**config.mk**
```make
export PLATFORM = sky130hd
export DESIGN_NAME = cfsg_top
export DESIGN_NICKNAME = d
export VERILOG_FILES = /design/src/cfsg_pkg.sv /design/src/cfsg_top.sv
export SDC_FILE = /design/constraint.sdc
export NUM_CORES = 1
export LEC_CHECK = 0
export BUFFER_PORTS_ARGS = -buffer_cell sky130_fd_sc_hd__buf_2
export CORE_ASPECT_RATIO = 1.25
export CORE_UTILIZATION = 49
export DETAILED_ROUTE_END_ITERATION = 8
export GPL_ROUTABILITY_DRIVEN = 0
export PLACE_DENSITY = 0.81
export SYNTH_ARGS = -nofsm -noshare
export SYNTH_HDL_FRONTEND = slang
export SYNTH_SLANG_ARGS = --single-unit
```
**constraint.sdc**
```tcl
create_clock -name pclk -period 3 [get_ports pclk]
set_input_delay 0.3 -clock pclk [delete_from_list [all_inputs] [get_ports pclk]]
set_output_delay 0.3 -clock pclk [all_outputs]
set_load 0.01 [all_outputs]
```
**src/cfsg_pkg.sv**
```systemverilog
package cfsg_pkg;

	// Register byte offsets on the APB port.
	localparam int unsigned ADDR_W = 8;
	localparam logic [7:0] OFF_CLOCK_DIV = 8'h00;
	localparam logic [7:0] OFF_CTRL = 8'h04;
	localparam logic [7:0] OFF_GATE = 8'h08;
	localparam logic [7:0] OFF_STATUS = 8'h0C;
	localparam logic [7:0] OFF_IRQ_STAT = 8'h10;
	localparam logic [7:0] OFF_IRQ_CLR = 8'h14;
	localparam logic [7:0] OFF_IRQ_EN = 8'h18;

	// Field positions in the clock divider register.
	localparam int unsigned DIV_RETURN_BIT = 15;
	localparam int unsigned DIV_RATIO_LO = 12;
	localparam int unsigned DIV_SLOW_BIT = 11;
	localparam int unsigned RATIO_W = 3;

	// Control register: write one to hand the system clock back to the primary oscillator.
	localparam int unsigned CTRL_RESTORE_BIT = 0;

	// Interrupt status bit positions.
	localparam int unsigned IRQ_W = 3;
	localparam int unsigned IRQ_FAIL = 0;
	localparam int unsigned IRQ_WAKE = 1;
	localparam int unsigned IRQ_RETURN = 2;
	localparam logic [2:0] IRQ_RST = 3'h0;

	// Doze counter width covers the 1:128 ratio.
	localparam int unsigned DOZE_CNT_W = 7;
	localparam logic [6:0] DOZE_ALL_ONES = 7'h7F;

	// System clock source codes.
	localparam logic SRC_PRIMARY = 1'b0;
	localparam logic SRC_FAST_RC = 1'b1;

	// Reset value of the module gates: every present module enabled.
	localparam logic GATE_RST = 1'b0;

	// Clock divider fields, reset to 1:1 with slowdown off.
	typedef struct packed {
		logic ret_on_irq;
		logic [2:0] ratio;
		logic slow_en;
	} cfsg_clock_div_t;

	localparam cfsg_clock_div_t DIV_RST = '{ret_on_irq: 1'b0, ratio: 3'h0, slow_en: 1'b0};

	// Status word fields, packed into the low bits of the status register.
	typedef struct packed {
		logic [2:0] ratio;
		logic doze_active;
		logic sleeping;
		logic idling;
		logic trap_pend;
		logic monitor_en;
		logic src;
	} cfsg_status_t;

	// Power-save sequencing states.
	typedef enum logic [1:0] {
		CFSG_RUN,
		CFSG_ENTER,
		CFSG_IDLE,
		CFSG_SLEEP
	} cfsg_pwr_t;

endpackage

```
**src/cfsg_top.sv**
```systemverilog
`timescale 1ns/100ps
module cfsg_top #(
	parameter int unsigned NUM_MOD = 8,
	parameter logic [NUM_MOD-1:0] MOD_PRESENT = '1,
	parameter int unsigned PLL_W = 5
) (
	input wire logic pclk, // System clock.
	input wire logic presetn, // Asynchronous reset, active low.
	input wire logic psel, // APB select.
	input wire logic penable, // APB enable.
	input wire logic pwrite, // APB direction.
	input wire logic [cfsg_pkg::ADDR_W-1:0] paddr, // APB byte address.
	input wire logic [31:0] pwdata, // APB write data.
	output logic [31:0] prdata, // APB read data.
	output logic pready, // APB ready.
	output logic pslverr, // APB error on unmapped address.
	input wire logic clock_switch_monitor_cfg, // Configuration bit, one disables monitor.
	input wire logic osc_fail, // Monitored oscillator failed, asynchronous level.
	input wire logic [PLL_W-1:0] pll_mult_in, // PLL factor chosen by the oscillator logic.
	input wire logic wdt_enable, // Watchdog enabled.
	input wire logic wdt_timeout, // Watchdog time-out pulse.
	input wire logic irq_pend, // Any individually enabled interrupt pending.
	input wire logic power_save_instr, // Power-save instruction executes, pulse.
	input wire logic power_save_sleep, // Mode of that instruction: one Sleep, zero Idle.
	input wire logic trap_ack, // CPU acknowledges the clock-failure trap.
	output logic sys_src, // System clock source select.
	output logic [PLL_W-1:0] pll_mult_out, // PLL factor applied to the selected source.
	output logic sys_clk_en, // System clock running.
	output logic low_power_rc_osc_en, // Low-power RC oscillator enable.
	output logic watchdog_timer_clr, // Watchdog clear pulse.
	output logic trap_req, // Clock-failure trap request level.
	output logic cpu_run, // CPU allowed to execute.
	output logic cpu_clk_en, // CPU clock enable pulse.
	output logic cpu_resume, // Wake pulse to the CPU.
	output logic [NUM_MOD-1:0] periph_clk_en, // Per-module clock enable.
	output logic [NUM_MOD-1:0] periph_reg_en, // Per-module register access enable.
	output logic irq // Level interrupt.
);

	// Two-flop synchronisers for pin inputs.
	logic cfg_meta_q;
	logic cfg_sync_q;
	logic fail_meta_q;
	logic fail_sync_q;

	// Register state.
	cfsg_pkg::cfsg_clock_div_t clock_div_q;
	logic [NUM_MOD-1:0] gate_q;
	logic [cfsg_pkg::IRQ_W-1:0] irq_stat_q;
	logic [cfsg_pkg::IRQ_W-1:0] irq_stat_d;
	logic [cfsg_pkg::IRQ_W-1:0] irq_en_q;
	logic [cfsg_pkg::IRQ_W-1:0] irq_ev;

	// Clock and power state.
	cfsg_pkg::cfsg_pwr_t pwr_q;
	logic src_q;
	logic [PLL_W-1:0] pll_q;
	logic trap_q;
	logic [cfsg_pkg::DOZE_CNT_W-1:0] doze_cnt_q;
	logic [cfsg_pkg::DOZE_CNT_W-1:0] doze_lim;
	logic doze_tick;

	// Bus decode.
	logic setup;
	logic wr_en;
	logic [31:0] rd_d;
	logic err_d;
	logic monitor_en;
	logic fail_ev;
	logic wake_ev;
	logic ret_ev;
	logic restore;
	cfsg_pkg::cfsg_status_t status;

	// The configuration level is synchronised; reset loads the disabled value.
	always_ff @(posedge pclk or negedge presetn) begin
		if (!presetn) begin
			cfg_meta_q <= 1'b1;
			cfg_sync_q <= 1'b1;
		end else begin
			cfg_meta_q <= clock_switch_monitor_cfg;
			cfg_sync_q <= cfg_meta_q;
		end
	end

	// The failure flag crosses from the oscillator domain.
	always_ff @(posedge pclk or negedge presetn) begin
		if (!presetn) begin
			fail_meta_q <= 1'b0;
			fail_sync_q <= 1'b0;
		end else begin
			fail_meta_q <= osc_fail;
			fail_sync_q <= fail_meta_q;
		end
	end

	// A programmed zero enables both clock switching and the monitor.
	assign monitor_en = ~cfg_sync_q;

	// Failover only fires once, while still on the primary source.
	assign fail_ev = fail_sync_q & monitor_en & (src_q == cfsg_pkg::SRC_PRIMARY);

	// Software may only return to the primary source once it has recovered.
	assign restore = wr_en & (paddr == cfsg_pkg::OFF_CTRL) & pwdata[cfsg_pkg::CTRL_RESTORE_BIT]
		& monitor_en & ~fail_sync_q & (src_q == cfsg_pkg::SRC_FAST_RC);

	// APB phases: the slave answers in the first access cycle.
	assign setup = psel & ~penable;
	assign wr_en = psel & penable & pwrite & pready;

	// Read data mux and unmapped decode, sampled in the setup cycle.
	always_comb begin
		rd_d = 32'h0000_0000;
		err_d = 1'b0;
		if (paddr == cfsg_pkg::OFF_CLOCK_DIV) begin
			rd_d[cfsg_pkg::DIV_RETURN_BIT] = clock_div_q.ret_on_irq;
			rd_d[cfsg_pkg::DIV_RATIO_LO +: cfsg_pkg::RATIO_W] = clock_div_q.ratio;
			rd_d[cfsg_pkg::DIV_SLOW_BIT] = clock_div_q.slow_en;
		end else if (paddr == cfsg_pkg::OFF_CTRL) begin
			rd_d = 32'h0000_0000;
		end else if (paddr == cfsg_pkg::OFF_GATE) begin
			rd_d[NUM_MOD-1:0] = gate_q;
		end else if (paddr == cfsg_pkg::OFF_STATUS) begin
			rd_d[$bits(cfsg_pkg::cfsg_status_t)-1:0] = status;
		end else if (paddr == cfsg_pkg::OFF_IRQ_STAT) begin
			rd_d[cfsg_pkg::IRQ_W-1:0] = irq_stat_q;
		end else if (paddr == cfsg_pkg::OFF_IRQ_CLR) begin
			rd_d = 32'h0000_0000;
		end else if (paddr == cfsg_pkg::OFF_IRQ_EN) begin
			rd_d[cfsg_pkg::IRQ_W-1:0] = irq_en_q;
		end else begin
			err_d = 1'b1;
		end
	end

	// Status view of the block's own state.
	always_comb begin
		status.ratio = clock_div_q.ratio;
		status.doze_active = clock_div_q.slow_en;
		status.sleeping = (pwr_q == cfsg_pkg::CFSG_SLEEP);
		status.idling = (pwr_q == cfsg_pkg::CFSG_IDLE);
		status.trap_pend = trap_q;
		status.monitor_en = monitor_en;
		status.src = src_q;
	end

	// Bus answer flops: ready rises for exactly one access cycle.
	always_ff @(posedge pclk or negedge presetn) begin
		if (!presetn) begin
			pready <= 1'b0;
			prdata <= 32'h0000_0000;
			pslverr <= 1'b0;
		end else begin
			pready <= setup;
			if (setup) begin
				prdata <= pwrite ? 32'h0000_0000 : rd_d;
				pslverr <= err_d;
			end else begin
				prdata <= 32'h0000_0000;
				pslverr <= 1'b0;
			end
		end
	end

	// Clock divider register; an interrupt with return-on-interrupt drops slowdown.
	// A software write in the same cycle wins, so a fresh setting is never lost.
	always_ff @(posedge pclk or negedge presetn) begin
		if (!presetn) begin
			clock_div_q <= cfsg_pkg::DIV_RST;
		end else if (wr_en && paddr == cfsg_pkg::OFF_CLOCK_DIV) begin
			clock_div_q.ret_on_irq <= pwdata[cfsg_pkg::DIV_RETURN_BIT];
			clock_div_q.ratio <= pwdata[cfsg_pkg::DIV_RATIO_LO +: cfsg_pkg::RATIO_W];
			clock_div_q.slow_en <= pwdata[cfsg_pkg::DIV_SLOW_BIT];
		end else if (ret_ev) begin
			clock_div_q.slow_en <= 1'b0;
		end
	end

	// Interrupts leave Doze alone unless return-on-interrupt is set.
	assign ret_ev = clock_div_q.ret_on_irq & clock_div_q.slow_en & irq_pend;

	// Divisor is two to the power of the ratio code.
	assign doze_lim = ~(cfsg_pkg::DOZE_ALL_ONES << clock_div_q.ratio);
	assign doze_tick = ~clock_div_q.slow_en | (doze_cnt_q >= doze_lim);

	// Doze counter runs on the system clock, so both domains share one edge grid.
	always_ff @(posedge pclk or negedge presetn) begin
		if (!presetn) begin
			doze_cnt_q <= '0;
		end else if (doze_tick) begin
			doze_cnt_q <= '0;
		end else begin
			doze_cnt_q <= doze_cnt_q + 1'b1;
		end
	end

	// CPU clock enable only runs while executing; peripherals never see the divider.
	always_ff @(posedge pclk or negedge presetn) begin
		if (!presetn) begin
			cpu_clk_en <= 1'b0;
		end else begin
			cpu_clk_en <= doze_tick & (pwr_q == cfsg_pkg::CFSG_RUN);
		end
	end

	// Module gate register; absent modules always read as gated.
	always_ff @(posedge pclk or negedge presetn) begin
		if (!presetn) begin
			gate_q <= ~MOD_PRESENT;
		end else if (wr_en && paddr == cfsg_pkg::OFF_GATE) begin
			gate_q <= pwdata[NUM_MOD-1:0] | ~MOD_PRESENT;
		end
	end

	// Each gate reaches its module one cycle after the register changes.
	genvar gi;
	generate
		for (gi = 0; gi < NUM_MOD; gi++) begin : g_mod
			always_ff @(posedge pclk or negedge presetn) begin
				if (!presetn) begin
					periph_clk_en[gi] <= 1'b0;
					periph_reg_en[gi] <= 1'b0;
				end else begin
					periph_clk_en[gi] <= ~gate_q[gi] & MOD_PRESENT[gi];
					periph_reg_en[gi] <= ~gate_q[gi] & MOD_PRESENT[gi];
				end
			end
		end
	endgenerate

	// Clock source and PLL factor. The factor is tracked until failure,
	// then frozen so the fast RC runs at the multiplied rate.
	always_ff @(posedge pclk or negedge presetn) begin
		if (!presetn) begin
			src_q <= cfsg_pkg::SRC_PRIMARY;
			pll_q <= '0;
		end else if (fail_ev) begin
			src_q <= cfsg_pkg::SRC_FAST_RC;
		end else if (restore) begin
			src_q <= cfsg_pkg::SRC_PRIMARY;
		end else if (src_q == cfsg_pkg::SRC_PRIMARY) begin
			pll_q <= pll_mult_in;
		end
	end

	// Trap request holds until acknowledged; a new failure beats the acknowledge.
	always_ff @(posedge pclk or negedge presetn) begin
		if (!presetn) begin
			trap_q <= 1'b0;
		end else if (fail_ev) begin
			trap_q <= 1'b1;
		end else if (trap_ack) begin
			trap_q <= 1'b0;
		end
	end

	// Wake sources for Idle and Sleep; reset wakes by returning the state to run.
	assign wake_ev = (pwr_q == cfsg_pkg::CFSG_IDLE) & (irq_pend | wdt_timeout)
		| (pwr_q == cfsg_pkg::CFSG_SLEEP) & irq_pend;

	// Power-save sequencer. The enter state ignores wake sources, so a
	// coincident interrupt is served only after entry completes.
	always_ff @(posedge pclk or negedge presetn) begin
		if (!presetn) begin
			pwr_q <= cfsg_pkg::CFSG_RUN;
		end else begin
			case (pwr_q)
				cfsg_pkg::CFSG_RUN: begin
					if (power_save_instr) begin
						pwr_q <= cfsg_pkg::CFSG_ENTER;
					end
				end
				cfsg_pkg::CFSG_ENTER: begin
					pwr_q <= power_save_sleep ? cfsg_pkg::CFSG_SLEEP : cfsg_pkg::CFSG_IDLE;
				end
				default: begin
					if (wake_ev) begin
						pwr_q <= cfsg_pkg::CFSG_RUN;
					end
				end
			endcase
		end
	end

	// Mode sampled in the enter state, the cycle after the instruction; held stable by the CPU while it runs.
	// Sequencer outputs: execution stops from entry, resumes the cycle after wake.
	always_ff @(posedge pclk or negedge presetn) begin
		if (!presetn) begin
			cpu_run <= 1'b1;
			cpu_resume <= 1'b0;
			watchdog_timer_clr <= 1'b0;
			sys_clk_en <= 1'b1;
		end else begin
			cpu_run <= (pwr_q == cfsg_pkg::CFSG_RUN) & ~power_save_instr | wake_ev;
			cpu_resume <= wake_ev;
			watchdog_timer_clr <= (pwr_q == cfsg_pkg::CFSG_ENTER) & ~power_save_sleep;
			sys_clk_en <= (pwr_q != cfsg_pkg::CFSG_SLEEP) | wake_ev;
		end
	end

	// Low-power RC: the monitor forces it on regardless of the watchdog, except in Sleep.
	always_ff @(posedge pclk or negedge presetn) begin
		if (!presetn) begin
			low_power_rc_osc_en <= 1'b0;
		end else begin
			low_power_rc_osc_en <= (monitor_en | wdt_enable) & (pwr_q != cfsg_pkg::CFSG_SLEEP);
		end
	end

	// Source and trap outputs come straight from their flops.
	always_ff @(posedge pclk or negedge presetn) begin
		if (!presetn) begin
			sys_src <= cfsg_pkg::SRC_PRIMARY;
			pll_mult_out <= '0;
			trap_req <= 1'b0;
		end else begin
			sys_src <= src_q;
			pll_mult_out <= (src_q == cfsg_pkg::SRC_PRIMARY) ? pll_mult_in : pll_q;
			trap_req <= trap_q;
		end
	end

	// Interrupt events: failover, wake from a power-save mode, doze return.
	always_comb begin
		irq_ev = '0;
		irq_ev[cfsg_pkg::IRQ_FAIL] = fail_ev;
		irq_ev[cfsg_pkg::IRQ_WAKE] = wake_ev;
		irq_ev[cfsg_pkg::IRQ_RETURN] = ret_ev;
		irq_stat_d = irq_stat_q;
		if (wr_en && paddr == cfsg_pkg::OFF_IRQ_CLR) begin
			irq_stat_d = irq_stat_q & ~pwdata[cfsg_pkg::IRQ_W-1:0];
		end
		// A set in the clearing cycle still lands.
		irq_stat_d = irq_stat_d | irq_ev;
	end

	// Sticky status, enable mask and interrupt line.
	always_ff @(posedge pclk or negedge presetn) begin
		if (!presetn) begin
			irq_stat_q <= cfsg_pkg::IRQ_RST;
			irq_en_q <= cfsg_pkg::IRQ_RST;
			irq <= 1'b0;
		end else begin
			irq_stat_q <= irq_stat_d;
			if (wr_en && paddr == cfsg_pkg::OFF_IRQ_EN) begin
				irq_en_q <= pwdata[cfsg_pkg::IRQ_W-1:0];
			end
			irq <= |(irq_stat_d & irq_en_q);
		end
	end

endmodule

```
# Word-level counts from Yosys, hierarchy flattened
# Index checks and enable logic that the tools add are counted.
word_totals:
  ramBits: 0
  latch_bits: 0
  mem_count: 0
  rom_bits: 0
  output_inout_bits: 64
  ff_bits: 95
classes:
  div_mod_pow: 0
  shift: 1
  reduce_logical: 13
  mux: 32
  bitwise: 47
  mul: 0
  eq_ne: 11
  n_addsub: 1
  n_lt_le_gt_ge: 1
op_table:
  columns: ["cell", "count"]
  rows:
  - ["32-bit 2-to-1 mux", 2]
  - ["9-bit 2-to-1 mux", 3]
  - ["8-bit by 5-bit == test with 1-bit output (second input constant)", 3]
  - ["1-bit bitwise AND", 19]
  - ["1-bit NOT", 17]
  - ["8-bit by 4-bit == test with 1-bit output (second input constant)", 2]
  - ["1-bit 2-to-1 mux", 16]
  - ["3-bit 2-to-1 mux", 4]
  - ["5-bit 2-to-1 mux", 2]
  - ["8-bit by 3-bit == test with 1-bit output (second input constant)", 1]
  - ["8-bit zero test", 1]
  - ["8-bit 2-to-1 mux", 1]
  - ["7-bit by 1-bit adder with 7-bit output (second input constant)", 1]
  - ["7-bit greater-or-equal comparator", 1]
  - ["7-bit 2-to-1 mux", 1]
  - ["7-bit NOT", 1]
  - ["7-bit by 3-bit left shift with 7-bit output (first input constant)", 1]
  - ["3-bit bitwise AND", 2]
  - ["1-bit OR", 6]
  - ["2-bit nonzero test", 3]
  - ["2-bit == test (second input constant)", 2]
  - ["1-bit logical AND", 4]
  - ["2-bit 2-to-1 mux", 2]
  - ["2-bit inequality test (second input constant)", 2]
  - ["8 further kinds", 9]

# Longest topological paths before layout
# Gate-level depths: netlist of run 1.
logic_depth:
  word_depth: 10
  depth_mapped: 8

# Least setup slack after synthesis of run 1
# OpenSTA, ideal clock, no wires.
synth_path:
  path_type: "register to register"
  from: "register clock_div_q[3] (netlist bit)"
  to: "register cpu_clk_en"
  arrival_ns: 1.997
  setup_ns: 0.119
  path_buffers: 1
  path_stages_with_launch: 9
  path_slack_ns: 0.884
  required_ns: 2.881
  path_cell_list: "dfrtp_1 -> clkbuf_1 -> or3_1 -> ha_1 -> nand2b_1 -> a211oi_1 -> o21bai_1 -> a41o_1 -> and2_1"
synth_between:
  elab_chain_cells: 5
synth_rtl:
  columns: ["item", "line_no", "rtl"]
  rows:
  - ["start, declared", "cfsg_top.sv:47", "cfsg_pkg::cfsg_clock_div_t clock_div_q;"]
  - ["start signal, assigned", "cfsg_top.sv:169", "clock_div_q <= cfsg_pkg::DIV_RST;"]
  - ["7-bit by 3-bit left shift with 7-bit output", "cfsg_top.sv:183", "assign doze_lim = ~(cfsg_pkg::DOZE_ALL_ONES << clock_div_q.ratio);"]
  - ["7-bit NOT", "cfsg_top.sv:183", null]
  - ["7-bit greater-or-equal comparator", "cfsg_top.sv:184", "assign doze_tick = ~clock_div_q.slow_en | (doze_cnt_q >= doze_lim);"]
  - ["1-bit OR", "cfsg_top.sv:184", null]
  - ["1-bit bitwise AND", "cfsg_top.sv:202", "cpu_clk_en <= doze_tick & (pwr_q == cfsg_pkg::CFSG_RUN);"]
  - ["end signal, assigned", "cfsg_top.sv:202", null]
  - ["end, declared", "cfsg_top.sv:33", "output logic cpu_clk_en,"]
# No other way between the ends.
# A chain may end at the register's enable or synchronous reset.

# Final worst setup path of run 1
# Same ends and word-level chain as after synthesis.

==> summary.md, run 1 <==
| Metric | Value |
|---|---|
| Post-synthesis mux area share | 0.09508 |
| ANT nets after route | 0 |
| Hold Vio Cnt, Final | 0 |
| DR DRC count | 0 |
| CP max-delay cell | dfrtp_1 |
| Layout Cells excl Fill | around 450 |
| Peak Freq | around 450 MHz |
| Max H-tree Level | 3 |
| Maximum vdd drop | ~240 uV |
| IO Port Bufs | 84 |
| Cell variety after synth | 47 |
| Clk Latency, worst-skew pair | approximately 0.34 ns |
| CTS Buf Count | 9 |
| Vias in the first global route | 2,113 |
| PD cells | roughly 530 nW/um^2 |
| Post-synth ARST share | 1.000 |
| TritonCTS clock tree | built |
| Chip width | 76.31 um |
| Core area | approximately 6600 um^2 |
| Post-synth EDFFs | 0 |
| Nets@finish | approximately 430 |
| Syn Std Cell Area | between 3000 and 4000 um^2 |
| Antenna violations before repair | 0 |
| Layout cells sized above 1 | 0.3616 |
| First-pass GRT wire length | roughly 9700 um |
| Arrival time of the worst setup path | 2.48 ns |
| ANT cells | 0 |
| Clock-pin slew on the worst setup and hold paths | about 0.070 ns |
| Hold_buf cts | 0 |
| Crit Path Max Fanout | 10 |
| Routed via count | around 2,200 |
| Worst setup EP type | flip-flop |
| Post-synthesis compound-gate area fraction | 0.05845 |
| Routed vias/inst | around 4.9 |
| Synth top area cells | dfrtp_1, mux2_2, buf_4 |
| Postcts setup bufs | 0 |
| Commonest cells post-synth | dfrtp_1, buf_4, nor2_1, mux2_2, inv_1 |
| CP peak stage delay | 0.48 ns |
| Post-Synth Adder-Cell Area | 0.02960 |
| Drt pass-1 iters | 4 |
| Final setup vio count | 0 |
| Worst path cell trace | or3_1 -> ha_1 -> nand2b_1 -> a211oi_1 -> o21bai_1 -> a41o_1 -> and2_1 |
| Ys flop type | dfrtp_1 |
| Post-CTS Resized | 0 |
| Slew margin rel. | 0.3884 |
| Critical Path RT | around 3.2 ns |
| Number of placed cells counting well taps | ~440 |
| Final number of max-transition violations | 0 |
| CTS Buffer Depth | 2 |
| Synthesis-stage register bit count | between 70 and 80 |
| Congestion Overflow GR | 0 |
| Final Skew | between 0.007 and 0.008 ns |
| Number of DRC markers in iteration 0 | 83 |
| Mapped Cells | approximately 280 |
| Row count | 33 |
| Seq/Total Area, Yosys | 0.5712 |
| Post-layout min period | 2.238 ns |
| Part of the cycle the worst path needs | 0.7460 |
| RSZ-0062 raised after global routing | false |
| Most frequent cell after synthesis | dfrtp_1 |
| Crit path buf inv count | 0 |
| Area grow syn2layout | 16.02% |
| Largest area contributor in the netlist | dfrtp_1 |
| Slew @ Worst Pin | ~0.92 ns |
| Root Buffer | clkbuf_8 |
| Die Y | 94.89 um |
| Die area | just over 7000 um^2 |
| Total track usage | 0.1785 |
| Starting Density | 0.5119 |
| Status | finished clean |
| Crit path launch type | flip-flop |
| WS Path Type | reg -> reg |
| Area fraction of the dominant cell type after synthesis | 0.5401 |
| Simple-Gate Fraction of Synth Area | 0.1376 |
| Clk sink count | between 70 and 80 |
| Pleak | 1.912 nW |
| Type of the tightest min-delay check | in -> reg |
| Drt total wl | around 6000 um |
| Synth warn | 0 |
| I/O pin count | around 120 |
| Post-synthesis xor/xnor area fraction | 0.01295 |
| Largest net degree at the start of global routing | roughly 80 |
| Synth Area per Inst | ~12 um^2 |
| Total negative slack | 0 ns |
| Drt wl/cell | around 13 um |
| Max-capacitance violation count | 0 |
| HPWL Detailed | between 4000 and 5000 um |
| Crit path max-delay family | compound AO/OA/AOI/OAI gates |
| Largest family of logic cells by synthesized area | simple AND/OR/NAND/NOR gates |
metrics by stage:
stage | hold slack, ns | total power, mW | area (um^2) | setup slack [ns] | utilization
finish | 0.05599 | 2.092 | 3924 | 0.7620 | 0.5939
global route | 0.03575 | 2.190 | 3924 | 0.5892 | 0.5939
CTS | 0.03717 | 2.119 | 3924 | 0.7360 | 0.5939
detailed placement | 0.3472 | 1.373 | 3735 | 0.7587 | 0.5653
global placement | 0.3322 | 1.367 | 3735 | 0.7998 | 0.5653
floorplan | 0.004409 | 1.294 | 3446 | 0.8836 | -
flip-flops by register name (all words and copies together) (netlist names), 2 cells and up:
signal,cells
irq_stat_q,3
irq_en_q,3
pll_q,5
pwr_q,2
pll_mult_out,5
prdata,14
gate_q,8
doze_cnt_q,7
periph_reg_en,8
clock_div_q,5
cell type report:
cell class	instances	area, um^2
clock inverter	6	65.06
multi-input combinational	169	1196
clock buffer	9	123.9
inverter	20	75.07
sequential	77	1932
tap	87	108.9
fill	553	2683
timing repair buffer	84	422.9
final timing paths:
check	endpoint	depth (start not counted)	startpoint	slack, ns
max reg2reg	cpu_clk_en	7	clock_div_q[3]	0.76
min	cfg_meta_q	1	clock_switch_monitor_cfg	0.06
max in group asynchronous	pll_mult_out[3]	1	presetn	2.32
min in group asynchronous	gate_q[7]	1	presetn	0.07
max	cpu_clk_en	7	clock_div_q[3]	0.76
min reg2reg	cfg_sync_q	0	cfg_meta_q	0.36
placed cells by master, fill, tap and decap left out, types with 5 or more instances in the layout:
master     n
mux2_2    22
ha_1       8
clkbuf_8   9
o21ai_0    9
nor2b_1    6
inv_1     20
nand3_1    7
nand2_1   10
buf_2     83
nand4_1    5
dfrtp_1   73
and2_1     6
conb_1    18
nor2_1    24
where the power goes:
part | internal, mW | leakage [nW] | switching [mW]
Sequential | 1.10 | 0.965 | 0.0418
Combinational | 0.0941 | 0.852 | 0.116
Clock | 0.379 | 0.0950 | 0.363
cells by family (layout without fill, tap and decap cells):
family | count (synthesis) | count (layout)
compound gates | 29 | 29
xor+xnor | 5 | 5
fa+ha+maj | 8 | 8
buf+inv | 55 | 119
flops | 77 | 77
mux | 29 | 29
other cells | 1 | 18
simple gates | 80 | 80
per-layer routing:
metal | vias to the layer above | track usage | part of all wire
li1 | 1067 | - | -
met1 | 1059 | 0.2170 | 0.43
met2 | 73 | 0.2875 | 0.49
met3 | 16 | 0.04348 | 0.043
met4 | 0 | 0.1122 | 0.032
met5 | - | 0 | 0
No activity file was read; power rests on OpenSTA's default activity.
==> inputs of run 2 (changes only) <==
Settings changed: ABC_AREA set to 1, CORE_UTILIZATION 49 to 50, PLACE_DENSITY 0.81 to 0.82.
Clock period 3 ns to 2.1 ns, I/O delays scaled along.
==> run 2 against run 1 <==
  * Count of clock-buffer cells in the layout rose by 1
  * Sequential share of layout area fell by 2.6 points
  * Synthesized cell count is 32% higher
  * Final area increased by 5.7%
  * Die area is 0.96% lower
  * Setup slack worse by 0.52 ns
  * Maximum frequency grew 21%
  * Non-clock buffer count is 8 higher
  * Critical path type unchanged
  * Highest routed layer unchanged
==> summary.md, run 2 <==
| Metric | Value |
|---|---|
| Status | finished clean |
| Congestion Overflow GR | 0 |
| Crit Path Max Fanout | 8 |
| Area fraction of the dominant cell type after synthesis | 0.5346 |
| Antenna violations before repair | 0 |
| RR Startpoint | clock_div_q[2] |
| Max-capacitance violation count | 0 |
| Peak Freq | 538.8 MHz |
| Root Buffer | clkbuf_8 |
| Total power | just under 4 mW |
| Die area | between 7000 and 8000 um^2 |
| Reg-to-reg endpoint | cpu_clk_en |
| Hold_buf cts | 3 |
| Drt pass-1 iters | 4 |
| Clk sink count | 77 |
| Postcts setup bufs | 0 |
| Worst R2R Path Depth | 7 |
| Routed length on met1 | ~2700 um |
| Synth top area cells | dfrtp_1, nand2_1, buf_4 |
| Critical Path RT | around 2.4 ns |
| Crit-path most repeated cell | a21oi_1 |
| Synthesis-stage register bit count | 77 |
| Most frequent cells in the layout | nand2_1, buf_2, dfrtp_1, inv_1, nor2_1 |
| Post-layout min period | roughly 1.9 ns |
| RSZ-0062 raised after global routing | false |
| Vias in the first global route | 2,669 |
| Most frequent cell after synthesis | nand2_1 |
| Worst setup EP type | flip-flop |
| Post-synth EDFFs | 0 |
| Final number of max-transition violations | 0 |
| WL met3 | between 500 and 600 um |
| Die Y | roughly 94 um |
| Finished layout cell area | slightly above 4000 um^2 |
| DP Area | 3845 um^2 |
| Routed via count | 2,787 |
| Largest area contributor in the netlist | dfrtp_1 |
| Highest routed metal layer | met4 |
| IO Port Bufs | between 80 and 90 |
| Met2 WL | ~3800 um |
| I/O pin count | between 100 and 150 |
| Layout cells sized above 1 | 0.2527 |
| CTS Buf Count | 9 |
| Total track usage | 0.2144 |
| Worst path cell trace | a21oi_1 -> ha_1 -> a21oi_1 -> o21ai_0 -> nand2_1 -> nand4_1 -> and2_1 |
| Part of the cycle the worst path needs | 0.8837 |
| Reg with most FFs | prdata |
| Drt wl/cell | about 13 um |
| Commonest cells post-synth | nand2_1, dfrtp_1, inv_1, nor2_1, nand3_1 |
| Commonest non-fill, non-tap cell in the layout | nand2_1 |
| DR DRC count | 0 |
| Max FFs per register | 14 |
| Core area | around 6600 um^2 |
| Total negative slack | 0 ns |
| Crit path buf inv count | 0 |
| ANT cells | 0 |
| Crit path max-delay family | simple AND/OR/NAND/NOR gates |
| # fillers | 514 |
| Clock-pin slew on the worst setup and hold paths | about 0.08 ns |
| Setup ws final | ~0.24 ns |
| HPWL Detailed | ~5300 um |
| Largest net degree at the start of global routing | 38 |
| Synth warn | 0 |
| Drt total wl | a little over 7000 um |
| Hold Vio Cnt, Final | 0 |
| Post-synth ARST share | 1.000 |
| Routed vias/inst | approximately 5 |
| Ys flop type | dfrtp_1 |
| Largest regs | prdata: 14 flops, gate_q: 8 flops, periph_reg_en: 8 flops |
| Crit path launch type | flip-flop |
| Cell variety after synth | 28 |
| CP max-delay cell | dfrtp_1 |
| Hold Path Origin | power_save_instr |
| Layout Cells excl Fill | ~560 |
| Post-CTS Resized | 0 |
| Sequential Area | 1932 um^2 |
| CP peak stage delay | about 0.50 ns |
| Max H-tree Level | 3 |
| Number of placed cells counting well taps | approximately 540 |
| Pleak | approximately 2.2 nW |
| DP Worst Slack | roughly 0.25 ns |
| Clk Latency, worst-skew pair | 0.35 ns |
| Syn Std Cell Area | 3417 um^2 |
| Starting Density | 0.5205 |
| Row count | 33 |
| Mapped Cells | approximately 370 |
| Synth Area per Inst | between 9 and 10 um^2 |
| TritonCTS clock tree | built |
| Area grow syn2layout | 21.35% |
| ANT nets after route | 0 |
| CTS Buffer Depth | 2 |
| Seq/Total Area, Yosys | 0.5654 |
| Worst Hold Depth | 2 |
| Maximum vdd drop | about 500 uV |
| Final Skew | approximately 0.0072 ns |
| Chip width | 75.94 um |
| Arrival time of the worst setup path | between 2 and 2.5 ns |
| Worst Hold End | cpu_run |
| PD cells | between 900 and 1000 nW/um^2 |
| WS Path Type | reg -> reg |
| Type of the tightest min-delay check | in -> reg |
| Flop-to-flop setup slack | ~0.24 ns |
| Number of DRC markers in iteration 0 | around 190 |
| Multi-input logic area | 1190 um^2 |
| Final setup vio count | 0 |
| First-pass GRT wire length | ~12,000 um |
| Nets@finish | 532 |
[run 2: cell types whose count changed in the layout (fill, tap and decap cells not counted), moves of 5 or more]
cell / previous run / this run
and2_1: 6 / 1
nor2b_1: 6 / 0
nand3_1: 7 / 27
a21oi_1: 2 / 10
inv_1: 20 / 38
buf_4: 1 / 6
nor2_1: 24 / 36
nand2_1: 10 / 94
o21ai_0: 9 / 20
mux2_2: 22 / 0
[run 2: worst max path at each step]
stage,from,end,cells past startpoint
after floorplan,clock_div_q[2],cpu_clk_en,6
final,clock_div_q[2],cpu_clk_en,7
after CTS,clock_div_q[2],cpu_clk_en,7
after global placement,clock_div_q[2],cpu_clk_en,7
after detailed placement,clock_div_q[2],cpu_clk_en,7
after global routing,clock_div_q[2],cpu_clk_en,7
[run 2: per-layer routing]
layer	vias up	global-route usage
met4	0	0.1154
met5	-	0
met2	114	0.3909
met1	1309	0.2239
met3	14	0.06377
li1	1350	-
[run 2: power by group]
part	switching [mW]	internal, mW	leakage [nW]
clock network	0.542	0.942	0.136
registers	0.102	1.68	0.960
logic	0.372	0.216	1.06
[run 2: cell type report]
cell class | instances | share of cell area
clock buffers | 10 | 0.03319
repair buffers | 92 | 0.1183
inverters | 41 | 0.03712
clock inverters | 6 | 0.03229
flip-flops and latches | 77 | 0.4659
multi-input cells | 245 | 0.2870
well taps | 87 | 0.02625
[run 2: kinds of logic (layout without fill, tap and decap cells)]
logic type | after synthesis | count (layout) | synth area share
adder cells (fa/ha/maj) | 8 | 8 | 0.02929
AO/OA/AOI/OAI | 37 | 37 | 0.06042
XOR/XNOR | 4 | 4 | 0.01025
buffers and inverters | 69 | 149 | 0.1051
AND/OR/NAND/NOR | 178 | 178 | 0.2285
other | 1 | 18 | 0.001097
flip-flops | 77 | 77 | 0.5654
[run 2: metrics by stage]
stage	hold WS, ns	util
after global routing	0.01720	0.6316
after CTS	0.01085	0.6316
after detailed placement	0.1867	0.5857
after global placement	0.1858	0.5857
final	0.01726	0.6316
after floorplan	-0.08559	-
==> inputs of run 3 (changes only) <==
Settings changed: RECOVER_POWER set to 100.
==> run 3 against run 2 <==
  * Power is 0.84% lower
  * First-iteration DRC count is 8.3% lower
  * Die area stayed put
  * Highest routed layer unchanged
  * Setup slack worse by 0.0044 ns
  * Critical path type unchanged
  * Maximum frequency is 0.23% lower
==> summary.md, run 3 (synthesized netlist as in run 2, its figures left out) <==
| Metric | Value |
|---|---|
| ANT nets after route | 0 |
| IO Port Bufs | 84 |
| Final number of max-transition violations | 0 |
| Die Y | ~94 um |
| Post-layout min period | between 1.5 and 2 ns |
| TritonCTS clock tree | built |
| Layout cells sized above 1 | 0.1359 |
| DR DRC count | 0 |
| Postcts setup bufs | 0 |
| I/O pin count | 122 |
| Peak Freq | 537.6 MHz |
| WL met3 | 483 um |
| Row count | 33 |
| Vias in the first global route | between 2,000 and 3,000 |
| Crit path buf inv count | 0 |
| Routed length on met1 | 2769 um |
| Routed vias/inst | between 5 and 6 |
| Worst setup EP type | flip-flop |
| Commonest non-fill, non-tap cell in the layout | nand2_1 |
| WS Path Type | reg -> reg |
| Clk sink count | between 70 and 80 |
| Total negative slack | 0 ns |
| Congestion Overflow GR | 0 |
| Maximum vdd drop | 504.8 uV |
| Core area | 6565 um^2 |
| Part of the cycle the worst path needs | 0.8858 |
| First-pass GRT wire length | approximately 12,000 um |
| ANT cells | 0 |
| RSZ-0062 raised after global routing | false |
| Status | finished clean |
| WHS | roughly 0.016 ns |
| Hold Vio Cnt, Final | 0 |
| Crit path max-delay family | simple AND/OR/NAND/NOR gates |
| CTS Buffer Depth | 2 |
| CP max-delay cell | dfrtp_1 |
| Routed via count | between 2,000 and 3,000 |
| Max FFs per register | 14 |
| Final Skew | ~0.0075 ns |
| Highest routed metal layer | met4 |
| Drt total wl | around 7200 um |
| Arrival time of the worst setup path | between 2 and 2.5 ns |
| Crit Path Max Fanout | 8 |
| Drt pass-1 iters | 5 |
| Clk Latency, worst-skew pair | 0.35 ns |
| Post-CTS Resized | 0 |
| Area grow syn2layout | 18.38% |
| Hold_buf cts | 3 |
| Slew margin rel. | 0.4236 |
| Drt wl/cell | ~13 um |
| Max-capacitance violation count | 0 |
| Largest regs | prdata: 14 flops, gate_q: 8 flops, periph_reg_en: 8 flops |
| Met2 WL | 3792 um |
| Final setup vio count | 0 |
| CP peak stage delay | 0.50 ns |
| Critical Path RT | ~2.4 ns |
| Crit path launch type | flip-flop |
| Most frequent cells in the layout | nand2_1, dfrtp_1, clkbuf_1, inv_1 |
| Pleak | 1.999 nW |
| Antenna violations before repair | 0 |
| PD cells | about 950 nW/um^2 |
| Chip width | 75.94 um |
| Type of the tightest min-delay check | in -> reg |
| HPWL Detailed | 5326 um |
| Starting Density | 0.5205 |
| Reg with most FFs | prdata |
| Slew @ Worst Pin | 0.8645 ns |
| Total track usage | 0.2144 |
| Worst path cell trace | nand3_1 -> ha_1 -> a21oi_1 -> o21a_1 -> nand4_1 -> and2_1 |
| Number of DRC markers in iteration 0 | around 180 |
| CTS Buf Count | 9 |
| Clock-pin slew on the worst setup and hold paths | ~0.08 ns |
| Nets@finish | approximately 530 |
| # fillers | around 550 |
| Root Buffer | clkbuf_8 |
| Max H-tree Level | 3 |
| Largest net degree at the start of global routing | 38 |
| Die area | roughly 7200 um^2 |
## run 3: changes by cell type in the layout (fill, tap and decap cells not counted), sizes merged
cell | previous run | this run
buf | 89 | 37
clkbuf | 10 | 62
## run 3: where the power goes
group | internal, mW | switching (mW) | total, mW | leakage, nW
Sequential | 1.68 | 0.104 | 1.79 | 0.960
Clock | 0.942 | 0.543 | 1.48 | 0.136
Combinational | 0.183 | 0.369 | 0.552 | 0.903
Total | 2.81 | 1.02 | 3.83 | 2.00
## run 3: layout make-up
type / instances / area (um^2) / share of cell area
timing repair buffer: 92 / 416.7 / 0.1030
multi-input combinational: 245 / 1162 / 0.2873
inverter: 41 / 153.9 / 0.03805
sequential: 77 / 1932 / 0.4776
tap: 87 / 108.9 / 0.02691
clock inverter: 6 / 133.9 / 0.03310
clock buffer: 10 / 137.6 / 0.03402
## run 3: per-stage QoR
stage          instances  setup slack [ns]  utilization  power, mW  area, um^2
2_1_floorplan        391            0.5055            -      2.158        3481
3_3_place_gp         539            0.2802       0.5857      2.375        3845
3_5_place_dp         539            0.2528       0.5857      2.396        3845
4_1_cts              558            0.2417       0.6316      3.877        4146
5_1_grt              558           0.07637       0.6162      3.990        4045
6_report             558            0.2398       0.6162      3.826        4045
## run 3: routing by layer
layer  GRT usage  vias up
met2      0.3909      105
met4      0.1154        0
met5           0        -
li1            -     1346
met3     0.06377       19
met1      0.2239     1332
## run 3: final timing paths
kind	cells after the start	start	end	slack [ns]
min in group asynchronous	2	presetn	doze_cnt_q[5]	0.50
max reg2reg	6	clock_div_q[2]	cpu_clk_en	0.24
min	2	power_save_instr	cpu_run	0.02
min reg2reg	0	fail_meta_q	fail_sync_q	0.35
max	6	clock_div_q[2]	cpu_clk_en	0.24
max in group asynchronous	3	presetn	cfg_meta_q	0.58
## run 3: worst reg2reg max path: cells and delay by family, from the launching register on
| family | cells | cell delay [ns] |
|---|---|---|
| AOI/OAI and AO/OA | 2 | 0.30 |
| adders and majority gates | 1 | 0.32 |
| DFF | 1 | 0.50 |
| and+or+nand+nor | 3 | 0.64 |
